==> config.mk <==
export PLATFORM = sky130hd
export DESIGN_NAME = ctpr_timer_pair
export DESIGN_NICKNAME = d
export VERILOG_FILES = /design/src/ctpr_pkg.sv /design/src/ctpr_tick.sv /design/src/ctpr_timer_pair.sv
export SDC_FILE = /design/constraint.sdc
export NUM_CORES = 1
export LEC_CHECK = 0
export BUFFER_PORTS_ARGS = -buffer_cell sky130_fd_sc_hd__buf_4
export CORE_ASPECT_RATIO = 2
export CORE_MARGIN = 4
export CORE_UTILIZATION = 50
export CTS_BUF_LIST = sky130_fd_sc_hd__clkbuf_4
export CTS_CLUSTER_SIZE = 16
export DETAILED_ROUTE_END_ITERATION = 6
export PLACE_DENSITY_LB_ADDON = 0.2
export SYNTH_ARGS = -nofsm -noshare
export SYNTH_HDL_FRONTEND = slang
export SYNTH_HIERARCHICAL = 1
export SYNTH_SLANG_ARGS = --single-unit
==> constraint.sdc <==
create_clock -name clk_sys -period 3.6 [get_ports clk_sys]
set_clock_uncertainty 0.05 [all_clocks]
set_input_delay 0.72 -clock clk_sys [delete_from_list [all_inputs] [get_ports clk_sys]]
set_output_delay 0.72 -clock clk_sys [all_outputs]
set_load 0.03 [all_outputs]
==> src/ctpr_pkg.sv <==
// Constants shared by the cascadable timer pair and its tick generator.
// Assumes a 16-bit register port with word indices as addresses.
package ctpr_pkg;

	// ------------------------------------------------------------
	// Register word indices on the register port.
	// ------------------------------------------------------------
	localparam int ADDR_W = 4;
	localparam logic [3:0] LOW_CTL_ADDR = 4'h0;
	localparam logic [3:0] HIGH_CTL_ADDR = 4'h1;
	localparam logic [3:0] LOW_CNT_ADDR = 4'h2;
	localparam logic [3:0] HIGH_CNT_ADDR = 4'h3;
	localparam logic [3:0] LOW_PER_ADDR = 4'h4;
	localparam logic [3:0] HIGH_PER_ADDR = 4'h5;
	localparam logic [3:0] IRQ_STATUS_ADDR = 4'h6;
	localparam logic [3:0] IRQ_ENABLE_ADDR = 4'h7;
	localparam logic [3:0] IRQ_CLEAR_ADDR = 4'h8;

	// ------------------------------------------------------------
	// Control register field positions.
	// ------------------------------------------------------------
	localparam int RUN_BIT = 15;
	localparam int IDLE_STOP_BIT = 13;
	localparam int GATE_BIT = 6;
	localparam int PRESCALE_LSB = 4;
	localparam int PAIR_BIT = 3;
	localparam int CLK_SRC_BIT = 1;

	// Implemented bits of each control register.
	localparam logic [15:0] LOW_CTL_MASK = 16'ha07a;
	localparam logic [15:0] HIGH_CTL_MASK = 16'ha072;

	// ------------------------------------------------------------
	// Values after reset.
	// ------------------------------------------------------------
	localparam logic [15:0] CTL_RESET = 16'h0000;
	localparam logic [15:0] CNT_RESET = 16'h0000;
	localparam logic [15:0] PER_RESET = 16'hffff;

	// ------------------------------------------------------------
	// Prescale terminal counts: last count before a tick.
	// ------------------------------------------------------------
	localparam logic [7:0] PS_TERM_1 = 8'h00;
	localparam logic [7:0] PS_TERM_8 = 8'h07;
	localparam logic [7:0] PS_TERM_64 = 8'h3f;
	localparam logic [7:0] PS_TERM_256 = 8'hff;

	// Interrupt status bit positions.
	localparam int LOW_EVT_BIT = 0;
	localparam int HIGH_EVT_BIT = 1;

endpackage

==> src/ctpr_tick.sv <==
// Tick generator for one timer: pin synchronisers, gating, prescaler.
// Assumes clk_sys is the internal half-rate instruction clock.
`timescale 1ns/10ps
module ctpr_tick
#(
	parameter int PS_W = 8
)
(
	// Clock and reset.
	input wire logic clk_sys,
	input wire logic rst,
	// Effective control for this timer.
	input wire logic run,
	input wire logic idle_stop,
	input wire logic gate_en,
	input wire logic ext_sel,
	input wire logic [1:0] prescale_select,
	input wire logic presc_clear,
	// Device state and pins.
	input wire logic idle_mode,
	input wire logic ext_pin,
	input wire logic gate_pin,
	// Results.
	output logic tick,
	output logic gate_fall
);

	// ------------------------------------------------------------
	// Elaboration checks.
	// ------------------------------------------------------------
	if (PS_W < 8)
	begin : g_bad_width
		$error("Prescale counter must hold 256 counts.");
	end

	// Three-flop chains; the first flop feeds only the second.
	logic [2:0] ext_sync_reg;
	logic [2:0] gate_sync_reg;
	// Accepted levels, updated once stages two and three agree.
	logic ext_lvl_reg;
	logic gate_lvl_reg;
	logic ext_prev_reg;
	logic gate_prev_reg;
	// Prescale counter.
	logic [PS_W-1:0] presc_reg;
	logic [PS_W-1:0] term;
	logic active;
	logic gated;
	logic in_pulse;

	// ------------------------------------------------------------
	// Pin synchronisers and filtered levels.
	// ------------------------------------------------------------
	always_ff @(posedge clk_sys)
	begin
		if (rst)
		begin
			ext_sync_reg <= 3'h0;
			gate_sync_reg <= 3'h0;
			ext_lvl_reg <= 1'b0;
			gate_lvl_reg <= 1'b0;
			ext_prev_reg <= 1'b0;
			gate_prev_reg <= 1'b0;
		end
		else
		begin
			ext_sync_reg <= {ext_sync_reg[1:0], ext_pin};
			gate_sync_reg <= {gate_sync_reg[1:0], gate_pin};
			// A change counts only when the last two stages agree.
			if (ext_sync_reg[1] == ext_sync_reg[2])
				ext_lvl_reg <= ext_sync_reg[2];
			if (gate_sync_reg[1] == gate_sync_reg[2])
				gate_lvl_reg <= gate_sync_reg[2];
			ext_prev_reg <= ext_lvl_reg;
			gate_prev_reg <= gate_lvl_reg;
		end
	end

	// ------------------------------------------------------------
	// Input selection, idle halt and gating.
	// ------------------------------------------------------------
	always_comb
	begin
		// Halt in idle only when asked to.
		active = run && !(idle_stop && idle_mode);
		// Gating applies to the internal source only.
		gated = gate_en && !ext_sel;
		if (ext_sel)
			in_pulse = active && ext_lvl_reg && !ext_prev_reg;
		else
			in_pulse = active && (!gated || gate_lvl_reg);
		case (prescale_select)
			2'b00: term = PS_W'(ctpr_pkg::PS_TERM_1);
			2'b01: term = PS_W'(ctpr_pkg::PS_TERM_8);
			2'b10: term = PS_W'(ctpr_pkg::PS_TERM_64);
			default: term = PS_W'(ctpr_pkg::PS_TERM_256);
		endcase
	end

	assign tick = in_pulse && (presc_reg == term);
	// Gate fall raises the event only while gated accumulation runs.
	assign gate_fall = active && gated && gate_prev_reg && !gate_lvl_reg;

	// ------------------------------------------------------------
	// Prescale counter; cleared on stop and on a control write.
	// ------------------------------------------------------------
	always_ff @(posedge clk_sys)
	begin
		if (rst)
			presc_reg <= '0;
		else if (presc_clear || !run)
			presc_reg <= '0;
		else if (tick)
			presc_reg <= '0;
		else if (in_pulse)
			presc_reg <= presc_reg + 1'b1;
	end
endmodule

==> src/ctpr_timer_pair.sv <==
// Cascadable pair of 16-bit timers with register port and interrupt.
// Assumes a single clk_sys domain; pins arrive asynchronously.
//
// Implementation choices: strobed register access and the register offsets.
`timescale 1ns/10ps
module ctpr_timer_pair
(
	// Clock and reset.
	input wire logic clk_sys,
	input wire logic rst,
	// Register port.
	input wire logic [3:0] reg_addr,
	input wire logic [15:0] reg_wdata,
	input wire logic reg_wr,
	input wire logic reg_rd,
	output logic [15:0] reg_rdata,
	// Device state.
	input wire logic idle_mode,
	// External clock and gate pins.
	input wire logic low_ext_clock_pin,
	input wire logic high_ext_clock_pin,
	input wire logic low_gate_pin,
	input wire logic high_gate_pin,
	// Interrupt.
	output logic irq
);

	// ------------------------------------------------------------
	// Register storage.
	// ------------------------------------------------------------
	// Control registers; only implemented bits are ever stored.
	logic [15:0] low_ctl_reg;
	logic [15:0] high_ctl_reg;
	// Counters and periods.
	logic [15:0] low_cnt_reg;
	logic [15:0] high_cnt_reg;
	logic [15:0] low_per_reg;
	logic [15:0] high_per_reg;
	// Sticky event flags and their enables.
	logic [1:0] status_reg;
	logic [1:0] enable_reg;
	// Read data, valid the cycle after a read strobe.
	logic [15:0] rdata_reg;
	logic [15:0] rdata_next;

	// ------------------------------------------------------------
	// Decoded controls.
	// ------------------------------------------------------------
	// Pair-mode bit of the low control register.
	logic pair;
	// Control per timer; the pair-mode override reaches only the high run_eff.
	logic [15:0] ctl_eff [2];
	logic [1:0] run_eff;
	logic [1:0] presc_clr;
	logic [1:0] tick;
	logic [1:0] gfall;
	logic [1:0] ext_pin;
	logic [1:0] gate_pin;
	// Combined 32-bit count and period views.
	logic [31:0] cnt32;
	logic [31:0] per32;
	logic [31:0] cnt32_inc;
	logic wrap32;
	logic low_match;
	logic high_match;
	logic [1:0] evt;
	logic wr_low_cnt;
	logic wr_high_cnt;

	assign pair = low_ctl_reg[ctpr_pkg::PAIR_BIT];
	// Count and period join high word over low word.
	assign cnt32 = {high_cnt_reg, low_cnt_reg};
	assign per32 = {high_per_reg, low_per_reg};
	assign cnt32_inc = cnt32 + 32'h0000_0001;
	assign wrap32 = (cnt32 == per32);
	assign low_match = (low_cnt_reg == low_per_reg);
	assign high_match = (high_cnt_reg == high_per_reg);
	assign wr_low_cnt = reg_wr && (reg_addr == ctpr_pkg::LOW_CNT_ADDR);
	assign wr_high_cnt = reg_wr && (reg_addr == ctpr_pkg::HIGH_CNT_ADDR);
	assign ext_pin = {high_ext_clock_pin, low_ext_clock_pin};
	assign gate_pin = {high_gate_pin, low_gate_pin};

	// ------------------------------------------------------------
	// Control selection. In pair mode the high control register is
	// ignored entirely and its tick generator is held stopped, so
	// nothing written there can disturb the combined count.
	// ------------------------------------------------------------
	always_comb
	begin
		ctl_eff[0] = low_ctl_reg;
		ctl_eff[1] = high_ctl_reg;
		run_eff[0] = low_ctl_reg[ctpr_pkg::RUN_BIT];
		run_eff[1] = !pair && high_ctl_reg[ctpr_pkg::RUN_BIT];
		// A control write to a running timer restarts its prescaler.
		presc_clr[0] = reg_wr && (reg_addr == ctpr_pkg::LOW_CTL_ADDR)
			&& low_ctl_reg[ctpr_pkg::RUN_BIT];
		presc_clr[1] = reg_wr && (reg_addr == ctpr_pkg::HIGH_CTL_ADDR)
			&& high_ctl_reg[ctpr_pkg::RUN_BIT];
	end

	// ------------------------------------------------------------
	// Tick generators, one per timer.
	// ------------------------------------------------------------
	for (genvar i = 0; i < 2; i++)
	begin : g_tick
		ctpr_tick #(
			.PS_W(8)
		) u_tick (
			.clk_sys(clk_sys),
			.rst(rst),
			.run(run_eff[i]),
			.idle_stop(ctl_eff[i][ctpr_pkg::IDLE_STOP_BIT]),
			.gate_en(ctl_eff[i][ctpr_pkg::GATE_BIT]),
			.ext_sel(ctl_eff[i][ctpr_pkg::CLK_SRC_BIT]),
			.prescale_select(ctl_eff[i][ctpr_pkg::PRESCALE_LSB +: 2]),
			.presc_clear(presc_clr[i]),
			.idle_mode(idle_mode),
			.ext_pin(ext_pin[i]),
			.gate_pin(gate_pin[i]),
			.tick(tick[i]),
			.gate_fall(gfall[i])
		);
	end

	// ------------------------------------------------------------
	// Control registers. Unimplemented bits are masked on write so
	// they always read back as zero.
	// ------------------------------------------------------------
	always_ff @(posedge clk_sys)
	begin
		if (rst)
		begin
			low_ctl_reg <= ctpr_pkg::CTL_RESET;
			high_ctl_reg <= ctpr_pkg::CTL_RESET;
		end
		else if (reg_wr)
		begin
			if (reg_addr == ctpr_pkg::LOW_CTL_ADDR)
				low_ctl_reg <= reg_wdata & ctpr_pkg::LOW_CTL_MASK;
			if (reg_addr == ctpr_pkg::HIGH_CTL_ADDR)
				high_ctl_reg <= reg_wdata & ctpr_pkg::HIGH_CTL_MASK;
		end
	end

	// ------------------------------------------------------------
	// Period registers.
	// ------------------------------------------------------------
	always_ff @(posedge clk_sys)
	begin
		if (rst)
		begin
			low_per_reg <= ctpr_pkg::PER_RESET;
			high_per_reg <= ctpr_pkg::PER_RESET;
		end
		else if (reg_wr)
		begin
			if (reg_addr == ctpr_pkg::LOW_PER_ADDR)
				low_per_reg <= reg_wdata;
			if (reg_addr == ctpr_pkg::HIGH_PER_ADDR)
				high_per_reg <= reg_wdata;
		end
	end

	// ------------------------------------------------------------
	// Low counter. A software write wins over a tick in the same
	// cycle, so a loaded value is never bumped before it is seen.
	// ------------------------------------------------------------
	always_ff @(posedge clk_sys)
	begin
		if (rst)
			low_cnt_reg <= ctpr_pkg::CNT_RESET;
		else if (wr_low_cnt)
			low_cnt_reg <= reg_wdata;
		else if (pair)
		begin
			// Combined counter driven by the low tick only.
			if (tick[0])
				low_cnt_reg <= wrap32 ? 16'h0000 : cnt32_inc[15:0];
		end
		else if (tick[0])
			low_cnt_reg <= low_match ? 16'h0000 : low_cnt_reg + 16'h0001;
	end

	// ------------------------------------------------------------
	// High counter; in pair mode it holds the upper count word.
	// ------------------------------------------------------------
	always_ff @(posedge clk_sys)
	begin
		if (rst)
			high_cnt_reg <= ctpr_pkg::CNT_RESET;
		else if (wr_high_cnt)
			high_cnt_reg <= reg_wdata;
		else if (pair)
		begin
			if (tick[0])
				high_cnt_reg <= wrap32 ? 16'h0000 : cnt32_inc[31:16];
		end
		else if (tick[1])
			high_cnt_reg <= high_match ? 16'h0000 : high_cnt_reg + 16'h0001;
	end

	// ------------------------------------------------------------
	// Events. In pair mode both match and gate fall land on the
	// high flag; the low flag stays quiet.
	// ------------------------------------------------------------
	always_comb
	begin
		if (pair)
		begin
			evt[ctpr_pkg::LOW_EVT_BIT] = 1'b0;
			evt[ctpr_pkg::HIGH_EVT_BIT] = (tick[0] && wrap32) || gfall[0];
		end
		else
		begin
			evt[ctpr_pkg::LOW_EVT_BIT] = (tick[0] && low_match) || gfall[0];
			evt[ctpr_pkg::HIGH_EVT_BIT] = (tick[1] && high_match) || gfall[1];
		end
	end

	// ------------------------------------------------------------
	// Sticky status. A new event beats a clear in the same cycle,
	// so no event is ever lost to a racing acknowledge.
	// ------------------------------------------------------------
	always_ff @(posedge clk_sys)
	begin
		if (rst)
			status_reg <= 2'h0;
		else if (reg_wr && (reg_addr == ctpr_pkg::IRQ_CLEAR_ADDR))
			status_reg <= (status_reg & ~reg_wdata[1:0]) | evt;
		else
			status_reg <= status_reg | evt;
	end

	// Interrupt enable register.
	always_ff @(posedge clk_sys)
	begin
		if (rst)
			enable_reg <= 2'h0;
		else if (reg_wr && (reg_addr == ctpr_pkg::IRQ_ENABLE_ADDR))
			enable_reg <= reg_wdata[1:0];
	end

	// Level interrupt while any enabled flag is set.
	assign irq = |(status_reg & enable_reg);

	// ------------------------------------------------------------
	// Read path. Unmapped and write-only addresses read zero.
	// ------------------------------------------------------------
	always_comb
	begin
		case (reg_addr)
			ctpr_pkg::LOW_CTL_ADDR: rdata_next = low_ctl_reg;
			ctpr_pkg::HIGH_CTL_ADDR: rdata_next = high_ctl_reg;
			ctpr_pkg::LOW_CNT_ADDR: rdata_next = low_cnt_reg;
			ctpr_pkg::HIGH_CNT_ADDR: rdata_next = high_cnt_reg;
			ctpr_pkg::LOW_PER_ADDR: rdata_next = low_per_reg;
			ctpr_pkg::HIGH_PER_ADDR: rdata_next = high_per_reg;
			ctpr_pkg::IRQ_STATUS_ADDR: rdata_next = {14'h0000, status_reg};
			ctpr_pkg::IRQ_ENABLE_ADDR: rdata_next = {14'h0000, enable_reg};
			default: rdata_next = 16'h0000;
		endcase
	end

	// Read data stands only in the cycle after the strobe.
	always_ff @(posedge clk_sys)
	begin
		if (rst)
			rdata_reg <= 16'h0000;
		else if (reg_rd)
			rdata_reg <= rdata_next;
		else
			rdata_reg <= 16'h0000;
	end

	assign reg_rdata = rdata_reg;
endmodule

==> results of run 1 <==
==> cell usage in the layout, fill, tap and decap left out, types with 18 or more instances in the layout <==
cell type | Yosys | layout
a21oi_1 | 41 | 41
a22oi_1 | 18 | 18
buf_4 | 2 | 68
dfxtp_1 | 133 | 133
mux2i_1 | 20 | 20
nand2_1 | 102 | 102
nand3_1 | 54 | 54
nand4_1 | 21 | 21
nor2_1 | 69 | 69
nor2b_1 | 18 | 18
nor3_1 | 18 | 18
nor3b_1 | 18 | 18
o21ai_0 | 20 | 20
xnor2_1 | 55 | 55
==> where the power goes <==
part | internal, mW | switching [mW] | leakage (nW) | total, mW
Clock | 0.416 | 0.610 | 0.152 | 1.03
Combinational | 0.0903 | 0.140 | 1.88 | 0.230
Sequential | 1.50 | 0.0326 | 1.08 | 1.53
==> worst max-delay path: cells and delay by family (launching register included) <==
kind | cells | cell delay, ns
AOI/OAI and AO/OA | 4 | 1.13
buffers and inverters | 1 | 0.38
DFF | 1 | 0.44
muxes | 1 | 0.36
and+or+nand+nor | 1 | 0.29
==> synth_stat cells (7+ instances only) <==
| cell | n | share of area (%) |
|---|---|---|
| nand3_1 | 54 | 3.7 |
| dfxtp_1 | 133 | 37 |
| nor3b_1 | 18 | 1.9 |
| a211oi_1 | 10 | 1.0 |
| buf_6 | 7 | 1.1 |
| nor3_1 | 18 | 1.2 |
| nand4_1 | 21 | 1.8 |
| and3_1 | 10 | 0.86 |
| o21ai_0 | 20 | 1.4 |
| nor2_1 | 69 | 3.6 |
| inv_1 | 8 | 0.41 |
| mux2i_1 | 20 | 2.8 |
| a22oi_1 | 18 | 1.9 |
| nor4_1 | 13 | 1.1 |
| a21oi_1 | 41 | 2.8 |
| a221oi_1 | 17 | 2.0 |
| nor2b_1 | 18 | 1.5 |
| a31o_1 | 9 | 1.1 |
| xnor2_1 | 55 | 6.6 |
| nand2_1 | 102 | 5.3 |
| buf_2 | 22 | 1.5 |
| xor2_1 | 15 | 1.8 |
| clkbuf_1 | 38 | 2.0 |
==> routing by layer <==
layer | wire [microns] | global-route usage (%) | up-vias
li1 | - | - | 3091
met1 | 8050 | 29.8 | 3178
met2 | 12000 | 51.4 | 335
met3 | 1430 | 5.49 | 112
met4 | 2250 | 25.0 | 0
met5 | 0 | 0 | -
==> per-stage QoR <==
| step | utilization (%) | total power, mW |
|---|---|---|
| 2_1_floorplan | - | 1.69 |
| 3_3_place_gp | 53.3 | 1.78 |
| 3_5_place_dp | 53.3 | 1.79 |
| 4_1_cts | 55.2 | 2.80 |
| 5_1_grt | 55.3 | 2.88 |
| 6_report | 55.3 | 2.79 |
==> how the worst min path moves through the flow <==
stage,startpoint,endpoint,slack (ns),depth (start not counted)
6_report,low_ext_clock_pin,g_tick[0].u_tick/ext_sync_reg[0],0.32,2
4_1_cts,low_ext_clock_pin,g_tick[0].u_tick/ext_sync_reg[0],0.31,2
3_5_place_dp,g_tick[1].u_tick/gate_sync_reg[0],g_tick[1].u_tick/gate_sync_reg[1],0.38,1
2_1_floorplan,g_tick[0].u_tick/ext_sync_reg[0],g_tick[0].u_tick/ext_sync_reg[1],0.36,1
3_3_place_gp,g_tick[0].u_tick/ext_sync_reg[0],g_tick[0].u_tick/ext_sync_reg[1],0.37,1
5_1_grt,low_ext_clock_pin,g_tick[0].u_tick/ext_sync_reg[0],0.31,2
==> cell families (layout without fill, tap and decap cells) <==
logic type	count (synthesis)	in the layout	share of synthesized area, %
XOR/XNOR	73	73	9.25
multiplexers	29	29	5.07
AND/OR/NAND/NOR	365	365	26.5
other	0	1	0
adder cells (fa/ha/maj)	4	4	0.688
AO/OA/AOI/OAI	163	163	16.3
flip-flops	133	133	36.6
buffers and inverters	82	108	5.62
==> final cells by class <==
type | instances | area [sq um]
multi-input cells | 634 | 4210
well taps | 192 | 240
fillers | 1350 | 6420
repair buffers | 68 | 510
diodes | 1 | 2.50
clock inverters | 15 | 151
inverters | 8 | 30.0
flip-flops and latches | 133 | 2660
clock buffers | 17 | 128
==> results.md, run 1 <==
- Status: finished, violations left
- Failing checks: DRC
- HPWL after DPL: 17,000 microns
- Setup slack at placement: 0.497 ns
- Antenna Nets Post-Route: 0
- Post-route cell area: 7930 sq um
- Clock buffer depth: 2
- Mapped cell area: 7280 sq um
- Post-route setup TNS: 0 ns
- EDFF count, synth: 0
- Final cell count without fillers: 1,068
- I/O Buffers: 45
- Total number of vias: 6,716
- Crit end category: register
- Worst-margin pin slew: 1.02 ns
- Worst-path clk slew: 0.13 ns
- RSZ-0062 raised after global routing: no
- Reg2reg path depth: 7
- Syn Area/Cell: 8.57 sq um
- Min Clock Period, post-route: 2.79 ns
- Die area: 16,700 sq um
- Layout area overhead: 8.98%
- CP Class: reg2reg
- Drt pass-1 iters: 7
- Fmax: 358 MHz
- DRC: 5
- Post-synth cell types: 74
- Num rows: 62
- DR vias/cell: 6.29
- Hold Vio Cnt, Final: 0
- Die X: 93.3 microns
- Worst hold path type: in2reg
- CP most frequent cell: a221oi_1
- Total of warnings raised by yosys: 6
- Slowest-stage cell, CP: dfxtp_1
- First-pass GRT wire length: 37,000 microns
- Setup crit start: low_ctl_reg[15]
- Vias in the first global route: 6,747
- Post-CTS Resized: 0
- Number of antenna violations at the first check in global routing: 1
- 1st-iter DRT viols: 586
- Final Worst Setup Slack: 0.807 ns
- Most used flip-flop cell after synthesis: dfxtp_1
- Crit-path max cell delay: 0.44 ns
- Max-slew violations: 0
- GRT overflow: 0
- RR Startpoint: low_ctl_reg[15]
- I/O Pins: 46
- Final worst path period share: 77.6%
- Syn_nets: 882
- P_leak: 3.11 nW
- DR WL/cell: 22.2 microns
- Htree depth: 4
- Seq cells post-synth: 133
- Worst Setup Start Kind: register
- Pin count of the biggest net entering global routing: 49
- Crit-path cells: a21bo_1 > a211o_4 > nor4_4 > buf_4 > mux2i_1 > a221oi_1 > a221oi_1
- Max-slew headroom: 31.9%
- Starting Density: 50.7%
- Hold Buf Count CTS: 0
- Die Y-Extent: 179 microns
- FFs w/ async S/R, synth: 0%
- Root Driver: clkbuf_4
- GRT Util Overall: 29.6%
- Num CTS Buffers: 17
- Post-synthesis sequential area ratio: 36.6%
- Peak supply drop: 0.178 mV
- Core box area: 14,400 sq um
- Post-DP Area: 7650 sq um
- Post-CTS setup buffer count: 0
- Reg2Reg Capture Point: high_cnt_reg[9]
- Worst hold margin: 0.315 ns
- Placed cells: 1,035
- FF-to-FF setup slack: 0.81 ns
- Pwr/cell area: 351 nW/um^2
- Worst Path Max Fanout: 27
- Mapped Cells: 849
- Max-cap violations: 0
- Fin nets: 895
- CTS tree: built
- Final wirelength: 23,700 microns
- # setup viols final: 0
- CP required: 3.97 ns
- Layout cells sized above 1: 15.8%
- Routability cong.: 0.978
- Crit path DAT: 3.16 ns
- Clk sink count: 133
- Critical path endpoint: high_cnt_reg[9]
- Insertion delay to the later sink of the worst-skew pair: 0.56 ns
(Power assumes the default switching activity.)
==> run 2: changes to the inputs <==
- clock period: 3.6 -> 2.6 ns (I/O delays scaled with it)
==> run 2 against run 1 <==
Register-to-register slack got worse by 0.70 ns. Worst hold slack got worse by 0.18 ns. Clock power rose by 50%. The flow still finishes with violations (DRC). Total power rose by 43%. Highest routed layer unchanged. Global-route usage fell by 0.19 points.
==> results.md, run 2 (synthesis results as in run 1) <==
- Fmax: 401 MHz (+12%)
- RSZ-0062 raised after global routing: no
- 1st-iter DRT viols: 668 (+14%)
- Worst-path clk slew: 0.13 ns (about the same)
- Routability cong.: 0.941 (-3.8%)
- Worst-margin pin slew: 0.856 ns (-0.165 ns)
- Setup slack at placement: 0.0325 ns (-0.464 ns)
- Post-CTS setup buffer count: 0 (unchanged)
- CP Class: reg2reg
- Htree depth: 4 (unchanged)
- Core Util, Final: 57.1% (+1.8 points)
- Clk sink count: 133 (unchanged)
- Failing checks: DRC
- Die X: 93.3 microns (unchanged)
- Total power: 3.99 mW (+43%)
- Final wirelength: 24,000 microns (+0.96%)
- FF-to-FF setup slack: 0.10 ns (-0.70 ns)
- Max-slew violations: 0 (unchanged)
- Status: finished, violations left
- Worst Setup Start Kind: register
- Pwr/cell area: 487 nW/um^2 (+39%)
- Max-cap violations: 0 (unchanged)
- Peak supply drop: 0.276 mV (+56%)
- Die area: 16,700 sq um (unchanged)
- P_leak: 3.27 nW (+5.3%)
- Drt pass-1 iters: 7 (unchanged)
- Hold Vio Cnt, Final: 0 (unchanged)
- Layout area overhead: 12.6%
- Starting Density: 50.7% (unchanged)
- Pin count of the biggest net entering global routing: 46 (-6.1%)
- Num rows: 62 (unchanged)
- CP required: 3.04 ns (-0.93 ns)
- Core box area: 14,400 sq um (unchanged)
- Crit-path max cell delay: 0.39 ns (-0.05 ns)
- CTS tree: built
- Die Y-Extent: 179 microns (unchanged)
- Insertion delay to the later sink of the worst-skew pair: 0.55 ns (about the same)
- HPWL after DPL: 17,700 microns (+4.0%)
- Worst Path Max Fanout: 26 (-3.7%)
- Post-CTS Resized: 0 (unchanged)
- Hold Buf Count CTS: 0 (unchanged)
- Crit path DAT: 2.94 ns (-0.22 ns)
- Num CTS Buffers: 17 (unchanged)
- First-pass GRT wire length: 37,400 microns (+0.95%)
- DRC: 3 (-2)
- Post-route setup TNS: 0 ns (unchanged)
- Layout cells sized above 1: 18.8% (+3.1 points)
- GRT overflow: 0 (unchanged)
- Max-slew headroom: 43.0% (+11 points)
- # setup viols final: 0 (unchanged)
- Fin nets: 923 (+3.1%)
- Antenna Nets Post-Route: 0 (unchanged)
- DR vias/cell: 6.30 (+0.12%)
- Final worst path period share: 96.0% (+18 points)
- Total number of vias: 6,894 (+2.7%)
- Min Clock Period, post-route: 2.50 ns (-0.297 ns)
- Vias in the first global route: 6,941 (+2.9%)
- Crit end category: register
- Worst hold margin: 0.140 ns (-0.175 ns)
- Clock buffer depth: 2 (unchanged)
- Crit-path cells: or3_1 > a2bb2o_1 > nor4_4 > buf_4 > and3b_1 > buf_12 > a31o_2
- DR WL/cell: 21.9 microns (-1.5%)
- I/O Pins: 46 (unchanged)
- Commonest non-fill, non-tap cells in the layout: 133 x dfxtp_1, 101 x nand2_1, 95 x buf_4, 69 x nor2_1, 55 x xnor2_1
- Root Driver: clkbuf_4
- I/O Buffers: 45 (unchanged)
- Final Worst Setup Slack: 0.105 ns (-0.703 ns)
- Commonest non-fill, non-tap cell in the layout: dfxtp_1
- Number of antenna violations at the first check in global routing: 1 (unchanged)
- Worst hold path type: in2reg
- Slowest-stage cell, CP: buf_4
- GRT Util Overall: 29.4% (-0.19 points)
## run 2: cell count changes in the layout (fill, tap and decap cells not counted), moves of 2 or more
| cell | before | now |
|---|---|---|
| buf_4 | 68 | 95 |
| clkinv_1 | 2 | 0 |
| clkinv_2 | 3 | 1 |
| clkinv_4 | 2 | 4 |
| inv_6 | 5 | 3 |
## run 2: power by group
group          leakage, nW  internal [mW]  switching (mW)
clock network        0.165          0.692           0.847
registers             1.08           2.07          0.0372
logic                 2.03          0.136           0.206
total                 3.27           2.90            1.09
## run 2: final timing paths
path,from,end,depth (start not counted)
max,g_tick[0].u_tick/presc_reg[0],low_cnt_reg[4],7
min,high_ext_clock_pin,g_tick[1].u_tick/ext_sync_reg[0],2
max reg2reg,g_tick[0].u_tick/presc_reg[0],low_cnt_reg[4],7
min reg2reg,g_tick[0].u_tick/ext_sync_reg[0],g_tick[0].u_tick/ext_sync_reg[1],1
## run 2: critical path, delay by kind of cell, from the launching register on
family                 cells  cell delay, ns
buffers and inverters      2            0.55
AO/OA/AOI/OAI              2            0.48
AND/OR/NAND/NOR            3            0.99
flip-flops                 1            0.37
## run 2: metal layers
metal / part of all wire [%] / global-route usage (%)
met1: 33 / 28.3
met2: 50 / 51.1
met3: 5.4 / 4.94
met4: 12 / 28.6
met5: 0 / 0
## run 2: layout make-up
type,count,area (sq um)
inverter,8,30.0
tap,192,240
multi-input combinational,634,4220
sequential,133,2660
clock inverter,13,175
antenna,1,2.50
timing repair buffer,96,733
clock buffer,18,135
fill,1348,6160
## run 2: metrics by stage
step	std cells	area [sq um]
floorplan	849	7280
global placement	1063	7870
detailed placement	1063	7870
CTS	1094	8180
global route	1095	8190
finish	1095	8190
